==> src/logic/tssc_pkg.sv <==
// Purpose: shared constants for the timer start and lockstep control block
// Assumes: 32-bit register bus, five channels of 16-bit counters
// Notes:   one aligned word per register, control bits in the low byte

// =====================================================================
// package
package tssc_pkg;
	localparam int          NUM_CH       = 5;
	localparam int          CNT_W        = 16;
	localparam int          ADDR_W       = 8;

	// register byte offsets
	localparam logic [7:0]  OFF_START    = 8'h00;
	localparam logic [7:0]  OFF_SYNC     = 8'h04;

	// reset values, reserved pattern and field layout
	localparam logic [7:0]  START_RESET  = 8'hE0;
	localparam logic [7:0]  SYNC_RESET   = 8'hE0;
	localparam logic [7:0]  RSVD_ONES    = 8'hE0;
	localparam int          CH_LSB       = 0;

	// bus response codes
	localparam logic [1:0]  RESP_OKAY    = 2'h0;
	localparam logic [1:0]  RESP_SLVERR  = 2'h2;

	// register selection
	typedef enum logic [1:0] {
		SEL_NONE,
		SEL_START,
		SEL_SYNC
	} tssc_sel_t;
endpackage : tssc_pkg

==> src/logic/tssc_chan_if.sv <==
// Purpose: carrier between the control top and the lockstep fan-out
// Assumes: all signals on sys_clk
// Notes:   fan side registers everything it drives

`timescale 1ns/1ns
`default_nettype none

// =====================================================================
// channel carrier
interface tssc_chan_if
	import tssc_pkg::*;
();
	logic [NUM_CH-1:0]             lockstep;
	logic [NUM_CH-1:0]             wrReq;
	logic [NUM_CH-1:0][CNT_W-1:0]  wrData;
	logic [NUM_CH-1:0]             clrReq;
	logic [NUM_CH-1:0]             loadEn;
	logic [NUM_CH-1:0][CNT_W-1:0]  loadVal;
	logic [NUM_CH-1:0]             clrEn;

	modport ctl (output lockstep, wrReq, wrData, clrReq, input loadEn, loadVal, clrEn);
	modport fan (input lockstep, wrReq, wrData, clrReq, output loadEn, loadVal, clrEn);
endinterface : tssc_chan_if

`default_nettype wire

==> src/logic/tssc_sync_fan.sv <==
// Purpose: spreads counter writes and clears across lockstep channels
// Assumes: at most one value wins; lowest requesting channel has priority
// Notes:   outputs are registered, one cycle after the request

`timescale 1ns/1ns
`default_nettype none

module tssc_sync_fan
	import tssc_pkg::*;
(
	input  wire logic  sysClk,
	input  wire logic  rstSyncN,
	tssc_chan_if.fan   ch
);
	logic [NUM_CH-1:0]             loadEn_d,  loadEn_q;
	logic [NUM_CH-1:0][CNT_W-1:0]  loadVal_d, loadVal_q;
	logic [NUM_CH-1:0]             clrEn_d,   clrEn_q;
	logic [CNT_W-1:0]              groupVal;
	logic                          groupWr;
	logic                          groupClr;

	// any member of the lockstep group asking
	function automatic logic groupHit(input logic [NUM_CH-1:0] req, input logic [NUM_CH-1:0] grp);
		groupHit = |(req & grp);
	endfunction : groupHit

	// =================================================================
	// next-value logic
	always_comb begin
		groupWr  = groupHit(ch.wrReq, ch.lockstep);
		groupClr = groupHit(ch.clrReq, ch.lockstep);
		groupVal = '0;
		// highest index first so the lowest requester wins
		for (int i = NUM_CH - 1; i >= 0; i--) begin
			if (ch.wrReq[i] && ch.lockstep[i]) begin
				groupVal = ch.wrData[i];
			end
		end
		for (int i = 0; i < NUM_CH; i++) begin
			if (ch.lockstep[i]) begin
				loadEn_d[i]  = groupWr;
				loadVal_d[i] = groupVal;
				clrEn_d[i]   = groupClr;
			end else begin
				loadEn_d[i]  = ch.wrReq[i];
				loadVal_d[i] = ch.wrData[i];
				clrEn_d[i]   = ch.clrReq[i];
			end
		end
	end

	// =================================================================
	// registers
	always_ff @(posedge sysClk or negedge rstSyncN) begin
		if (!rstSyncN) begin
			loadEn_q  <= '0;
			loadVal_q <= '0;
			clrEn_q   <= '0;
		end else begin
			loadEn_q  <= loadEn_d;
			loadVal_q <= loadVal_d;
			clrEn_q   <= clrEn_d;
		end
	end

	assign ch.loadEn  = loadEn_q;
	assign ch.loadVal = loadVal_q;
	assign ch.clrEn   = clrEn_q;
endmodule : tssc_sync_fan

`default_nettype wire

==> src/logic/tssc_top.sv <==
// Purpose: run and lockstep control registers for a five-channel timer
// Assumes: AXI4-Lite slave, one write and one read at a time
// Notes:   standby forces both registers back to reset value
//
// The implementer's own choices: the register offsets and register access over AXI4-Lite.

`timescale 1ns/1ns
`default_nettype none

module tssc_top
	import tssc_pkg::*;
(
	input  wire logic                          sys_clk,
	input  wire logic                          rstn,
	input  wire logic                          standbyReq,
	// register bus
	input  wire logic [ADDR_W-1:0]             s_axi_awaddr,
	input  wire logic                          s_axi_awvalid,
	output logic                               s_axi_awready,
	input  wire logic [31:0]                   s_axi_wdata,
	input  wire logic [3:0]                    s_axi_wstrb,
	input  wire logic                          s_axi_wvalid,
	output logic                               s_axi_wready,
	output logic [1:0]                         s_axi_bresp,
	output logic                               s_axi_bvalid,
	input  wire logic                          s_axi_bready,
	input  wire logic [ADDR_W-1:0]             s_axi_araddr,
	input  wire logic                          s_axi_arvalid,
	output logic                               s_axi_arready,
	output logic [31:0]                        s_axi_rdata,
	output logic [1:0]                         s_axi_rresp,
	output logic                               s_axi_rvalid,
	input  wire logic                          s_axi_rready,
	// channel side
	output logic [NUM_CH-1:0]                  runCh,
	output logic [NUM_CH-1:0]                  lockstepCh,
	input  wire logic [NUM_CH-1:0]             cntWrReq,
	input  wire logic [NUM_CH-1:0][CNT_W-1:0]  cntWrData,
	input  wire logic [NUM_CH-1:0]             cntClrReq,
	output logic [NUM_CH-1:0]                  cntLoadEn,
	output logic [NUM_CH-1:0][CNT_W-1:0]       cntLoadVal,
	output logic [NUM_CH-1:0]                  cntClrEn
);
	logic                rstMeta_q;
	logic                rstSyncN;
	logic                awHeld_d, awHeld_q;
	logic [ADDR_W-1:0]   awAddr_d, awAddr_q;
	logic                wHeld_d,  wHeld_q;
	logic [31:0]         wData_d,  wData_q;
	logic [3:0]          wStrb_d,  wStrb_q;
	logic                bValid_d, bValid_q;
	logic [1:0]          bResp_d,  bResp_q;
	logic                rValid_d, rValid_q;
	logic [31:0]         rData_d,  rData_q;
	logic [1:0]          rResp_d,  rResp_q;
	logic [NUM_CH-1:0]   startCtl_d, startCtl_q;
	logic [NUM_CH-1:0]   syncCtl_d,  syncCtl_q;
	logic                doWrite;
	tssc_sel_t           wrSel;
	tssc_sel_t           rdSel;

	tssc_chan_if chIf ();

	// word decode, shared by the write and read paths
	function automatic tssc_sel_t regSel(input logic [ADDR_W-1:0] addr);
		if (addr == OFF_START) begin
			regSel = SEL_START;
		end else if (addr == OFF_SYNC) begin
			regSel = SEL_SYNC;
		end else begin
			regSel = SEL_NONE;
		end
	endfunction : regSel

	// only the low byte lane carries control bits
	function automatic logic s_axi_wstrb_ok(input logic [3:0] strb);
		s_axi_wstrb_ok = strb[0];
	endfunction : s_axi_wstrb_ok

	// =================================================================
	// reset release
	// async assert, sync release so no flop leaves reset on a split edge
	always_ff @(posedge sys_clk or negedge rstn) begin
		if (!rstn) begin
			rstMeta_q <= 1'b0;
			rstSyncN  <= 1'b0;
		end else begin
			rstMeta_q <= 1'b1;
			rstSyncN  <= rstMeta_q;
		end
	end

	// =================================================================
	// bus slave and control registers, next values
	always_comb begin
		awHeld_d   = awHeld_q;
		awAddr_d   = awAddr_q;
		wHeld_d    = wHeld_q;
		wData_d    = wData_q;
		wStrb_d    = wStrb_q;
		bValid_d   = bValid_q;
		bResp_d    = bResp_q;
		rValid_d   = rValid_q;
		rData_d    = rData_q;
		rResp_d    = rResp_q;
		startCtl_d = startCtl_q;
		syncCtl_d  = syncCtl_q;
		wrSel      = regSel(awAddr_q);
		rdSel      = regSel(s_axi_araddr);
		doWrite    = awHeld_q && wHeld_q && !bValid_q;

		// address and data may arrive in either order
		if (s_axi_awvalid && !awHeld_q) begin
			awHeld_d = 1'b1;
			awAddr_d = s_axi_awaddr;
		end
		if (s_axi_wvalid && !wHeld_q) begin
			wHeld_d = 1'b1;
			wData_d = s_axi_wdata;
			wStrb_d = s_axi_wstrb;
		end
		if (bValid_q && s_axi_bready) begin
			bValid_d = 1'b0;
		end
		if (doWrite) begin
			awHeld_d = 1'b0;
			wHeld_d  = 1'b0;
			bValid_d = 1'b1;
			bResp_d  = (wrSel == SEL_NONE) ? RESP_SLVERR : RESP_OKAY;
			if (s_axi_wstrb_ok(wStrb_q) && wrSel == SEL_START) begin
				startCtl_d = wData_q[CH_LSB +: NUM_CH];
			end
			if (s_axi_wstrb_ok(wStrb_q) && wrSel == SEL_SYNC) begin
				syncCtl_d = wData_q[CH_LSB +: NUM_CH];
			end
		end

		// read answers one cycle after address taken
		if (rValid_q && s_axi_rready) begin
			rValid_d = 1'b0;
		end
		if (s_axi_arvalid && !rValid_q) begin
			rValid_d = 1'b1;
			rResp_d  = RESP_OKAY;
			unique case (rdSel)
				SEL_START: rData_d = {24'h00_0000, RSVD_ONES | {3'h0, startCtl_q}};
				SEL_SYNC:  rData_d = {24'h00_0000, RSVD_ONES | {3'h0, syncCtl_q}};
				SEL_NONE: begin
					rData_d = 32'h0000_0000;
					rResp_d = RESP_SLVERR;
				end
			endcase
		end

		if (standbyReq) begin
			startCtl_d = START_RESET[CH_LSB +: NUM_CH];
			syncCtl_d  = SYNC_RESET[CH_LSB +: NUM_CH];
		end
	end

	// =================================================================
	// registers
	always_ff @(posedge sys_clk or negedge rstSyncN) begin
		if (!rstSyncN) begin
			awHeld_q   <= 1'b0;
			awAddr_q   <= '0;
			wHeld_q    <= 1'b0;
			wData_q    <= 32'h0000_0000;
			wStrb_q    <= 4'h0;
			bValid_q   <= 1'b0;
			bResp_q    <= RESP_OKAY;
			rValid_q   <= 1'b0;
			rData_q    <= 32'h0000_0000;
			rResp_q    <= RESP_OKAY;
			startCtl_q <= START_RESET[CH_LSB +: NUM_CH];
			syncCtl_q  <= SYNC_RESET[CH_LSB +: NUM_CH];
		end else begin
			awHeld_q   <= awHeld_d;
			awAddr_q   <= awAddr_d;
			wHeld_q    <= wHeld_d;
			wData_q    <= wData_d;
			wStrb_q    <= wStrb_d;
			bValid_q   <= bValid_d;
			bResp_q    <= bResp_d;
			rValid_q   <= rValid_d;
			rData_q    <= rData_d;
			rResp_q    <= rResp_d;
			startCtl_q <= startCtl_d;
			syncCtl_q  <= syncCtl_d;
		end
	end

	// bus outputs
	assign s_axi_awready = !awHeld_q;
	assign s_axi_wready  = !wHeld_q;
	assign s_axi_bvalid  = bValid_q;
	assign s_axi_bresp   = bResp_q;
	assign s_axi_arready = !rValid_q;
	assign s_axi_rvalid  = rValid_q;
	assign s_axi_rdata   = rData_q;
	assign s_axi_rresp   = rResp_q;

	// =================================================================
	// channel control
	// run bit per counter
	assign runCh      = startCtl_q;
	assign lockstepCh = syncCtl_q;

	assign chIf.lockstep = syncCtl_q;
	assign chIf.wrReq    = cntWrReq;
	assign chIf.wrData   = cntWrData;
	assign chIf.clrReq   = cntClrReq;
	assign cntLoadEn     = chIf.loadEn;
	assign cntLoadVal    = chIf.loadVal;
	assign cntClrEn      = chIf.clrEn;

	tssc_sync_fan tssc_sync_fan_inst (
		.sysClk   (sys_clk),
		.rstSyncN (rstSyncN),
		.ch       (chIf)
	);
endmodule : tssc_top

`default_nettype wire

==> config.mk <==
export PLATFORM = sky130hd
export DESIGN_NAME = tssc_top
export DESIGN_NICKNAME = d
export VERILOG_FILES = /design/src/logic/tssc_pkg.sv /design/src/logic/tssc_chan_if.sv /design/src/logic/tssc_sync_fan.sv /design/src/logic/tssc_top.sv
export SDC_FILE = /design/constraint.sdc
export NUM_CORES = 1
export LEC_CHECK = 0
export BUFFER_PORTS_ARGS = -buffer_cell sky130_fd_sc_hd__clkbuf_2
export CAP_MARGIN = 5
export CORE_MARGIN = 2
export CORE_UTILIZATION = 30
export DETAILED_ROUTE_END_ITERATION = 10
export PLACE_DENSITY = 0.55
export SLEW_MARGIN = 30
export SYNTH_ARGS = -nofsm -noshare
export SYNTH_HDL_FRONTEND = slang
export SYNTH_SLANG_ARGS = --single-unit
==> constraint.sdc <==
create_clock -name sys_clk -period 9 [get_ports sys_clk]
set_input_delay 0.45 -clock sys_clk [delete_from_list [all_inputs] [get_ports sys_clk]]
set_output_delay 0.45 -clock sys_clk [all_outputs]
set_load 0.005 [all_outputs]
==> results_dict.tcl <==
set metrics [dict create \
    internal-power_mw 1.24 \
    clock_skew_ns 0.00740 \
    cp.required_ns 9.33 \
    postSynthCellCount 568 \
    setup_ws_ns 6.05 \
    boundaryPins 291 \
    fin_cells 1030 \
    irDropWorstVdd_mv 0.123 \
    period_needed_ns 2.95 \
    avgSynthCellArea_um2 10.0 \
    grt_setup_unrepaired "false" \
    final_cell_mix "clkbuf_2 (234), dfrtp_1 (123), nor2_1 (78)" \
    cp_slowest_cell "dfrtp_2" \
    path_class "reg2reg" \
    ys.warnings.count 0 \
    clock_latency_ns 0.42 \
    power_density_mw_per_mm2 217 \
    first_global_vias 4912 \
    overflow 0 \
    syn_to_final_growth_pct 33.0 \
    seqPwrFrac_pct 41.6 \
    nFillCells 1883 \
    drive_gt1_share_pct 36.6 \
    max-slew-margin-rel_pct 34.5 \
    track_usage_pct 18.8 \
    nets 932 \
    outcome "completed" \
    totalWireLength_um 19000 \
    portBuffers 234 \
    crit_fanout 40 \
    cp.arrival_ns 3.28 \
    finalHoldViolCount 0 \
    synth_area_mm2 0.00568 \
    numCtsBuffers 17 \
    max-cap-violations 0 \
    hold_path.class "in2reg" \
    fmax_mhz 339 \
    drv_slew 0 \
    ys_seq_area_share_pct 56.4 \
    total_power_mw 1.64 \
    drc 0 \
    dpl_worst_slack_ns 6.08 \
    path_cells "and2_1 -> a21oi_2 -> buf_4 -> a311o_1 -> a31oi_1" \
    switching_share_pct 24.1 \
    ant_nets 0 \
    p_leak_nw 3.68 \
    setup_violations 0 \
    hpwl_um 12900 \
    placedCellCount 995 \
    worst_pin_slew_ns 0.983 \
    cts_tree "yes" \
    clockPowerShare_pct 47.2 \
    cts.path.max_buffers 2 \
    max_stage_delay_ns 0.93 \
    fp.dieH_um 142 \
    switchingPower_mw 0.395 \
    fin_crit_sh_pct 32.8 \
    clkTransAtPathRegs_ns 0.06 \
    grt_max_degree 69 \
    core_mm2 0.0186 \
    dr.pass1.iters 5 \
    htree_levels 4 \
    routabilityCongestion 0.804 \
    first_iter_violations 333 \
    die_area_mm2 0.0200 \
    synth-seq-cells 128 \
    start_kind "flop" \
    cts-root-buf "clkbuf_16" \
    grt_pass1_wl_um 28200 \
    whs_ns 0.201 \
    die_x_um 142 \
    crit_path_end_kind "flop" \
    rows 50 \
    tns_ns 0 \
    ys_types 32 \
    pwr-share-comb_pct 11.3 \
    cts_sinks 128 \
    viasPerCell 4.96 \
    start_util_pct 30.5 \
    vias 5104 \
    wl_per_cell_um 18.4 \
    antenna_found_initial 2 \
    final_common_cell "clkbuf_2" \
]
[stage by stage]
| stage | cell area [um^2] | utilization, % |
|---|---|---|
| 6_report | 7560 | 40.5 |
| 5_1_grt | 7560 | 40.5 |
| 4_1_cts | 7530 | 40.4 |
| 3_5_place_dp | 6850 | 36.8 |
| 3_3_place_gp | 6850 | 36.8 |
| 2_1_floorplan | 5770 | - |
[cells in the mapped netlist]
cell type    n  area share, %
mux2_2      13            2.6
a21oi_2      1           0.15
nand4_1      2           0.22
and2_1       4           0.44
buf_4       28            3.7
o21a_1       3           0.40
dfrtp_1    128             56
nor4_4       1           0.37
nand3_1     21            1.9
or4_4        2           0.40
nor2b_1      3           0.33
a21oi_1      4           0.35
a311o_1     16            2.8
nand4b_1     1           0.15
nand2b_1     1           0.11
a222oi_1     1           0.18
nor3_1      17            1.5
or3_1        1           0.11
mux2i_1     15            2.6
conb_1       2           0.13
a31oi_1     64            7.0
nand2_1     67            4.4
inv_1        6           0.40
nor2_1      78            5.2
buf_1        1          0.066
nor4_1       1           0.11
o21ai_0     31            2.7
buf_2        2           0.18
a21o_1       7           0.93
o21ai_1     10           0.88
buf_6        6            1.2
clkbuf_1    31            2.0
[per-layer routing]
metal  global-route usage (%)  share of wire, %  wire [um]  vias up
met5                        0             0.079         15        -
met3                     5.91               9.2       1740       31
met4                     7.32               2.1        398        2
met2                     30.8                47       8940      298
met1                     23.2                42       7880     2392
li1                         -                 -          -     2381
[repair_timing]
item / in CTS / in global routing
gates resized for setup: 0 / 0
hold buffers: 1 / 0
endpoints found under the hold margin: 2 / 0
buffers inserted: 0 / 0
[cell families (layout without fill, tap and decap cells)]
logic type      Yosys count  count (layout)  share of synthesized area (%)
simple gates            199             199                           15.2
flops                   128             128                           56.4
buf+inv                  74             276                           7.58
mux                      28              28                           5.22
compound gates          137             137                           15.5
other cells               2              28                          0.132
[worst max-delay path, delay by kind of cell (launching register included)]
kind	cells	cell delay, ns
compound gates	3	0.78
flops	1	0.93
simple gates	1	0.82
buf+inv	1	0.29
[power by group through the flow]
stage | logic [mW] | clock network, mW | registers [mW]
CTS | 0.182 | 0.788 | 0.685
detailed placement | 0.181 | 0 | 0.695
finish | 0.185 | 0.772 | 0.680
global route | 0.207 | 0.815 | 0.688
global placement | 0.179 | 0 | 0.695
floorplan | 0.100 | 0 | 0.689
[path summary, 6_finish.rpt]
path / from / to / slack [ns] / cells after the start
max reg2reg: lockstepCh[1]$_DFFE_PN0P_ / tssc_sync_fan_inst.ch.loadVal[73]$_DFF_PN0_ / 6.05 / 5
min reg2reg: rstSyncN$_DFF_PN0_ / tssc_sync_fan_inst.ch.loadEn[0]$_DFF_PN0_ / 0.23 / 0
min: s_axi_rready / s_axi_rvalid$_DFFE_PN0P_ / 0.20 / 2
max in group asynchronous: rstSyncN$_DFF_PN0_ / tssc_sync_fan_inst.ch.loadVal[22]$_DFF_PN0_ / 7.74 / 1
min in group asynchronous: rstSyncN$_DFF_PN0_ / tssc_sync_fan_inst.ch.loadEn[0]$_DFF_PN0_ / 0.23 / 0
max: lockstepCh[1]$_DFFE_PN0P_ / tssc_sync_fan_inst.ch.loadVal[73]$_DFF_PN0_ / 6.05 / 5
[flip-flops by register name (all words and copies together), names as in the netlist]
| name | count |
|---|---|
| awAddr_q | 8 |
| awHeld_q | 1 |
| lockstepCh | 5 |
| rstMeta_q | 1 |
| rstSyncN | 1 |
| runCh | 5 |
| s_axi_bresp | 1 |
| s_axi_bvalid | 1 |
| s_axi_rdata | 6 |
| s_axi_rresp | 1 |
| s_axi_rvalid | 1 |
| tssc_sync_fan_inst.ch.clrEn | 5 |
| tssc_sync_fan_inst.ch.loadEn | 5 |
| tssc_sync_fan_inst.ch.loadVal | 80 |
| wData_q | 5 |
| wHeld_q | 1 |
| wStrb_q | 1 |
[area by class of cell]
cell class | count | area [um^2] | share of cell area (%)
diodes | 1 | 2.50 | 0.0331
clock buffers | 19 | 453 | 5.99
clock inverters | 13 | 210 | 2.78
inverters | 6 | 22.5 | 0.298
multi-input cells | 391 | 2140 | 28.3
flip-flops and latches | 128 | 3210 | 42.5
well taps | 234 | 293 | 3.87
repair buffers | 238 | 1220 | 16.2
Note: power is estimated with default switching activity, not from simulation.
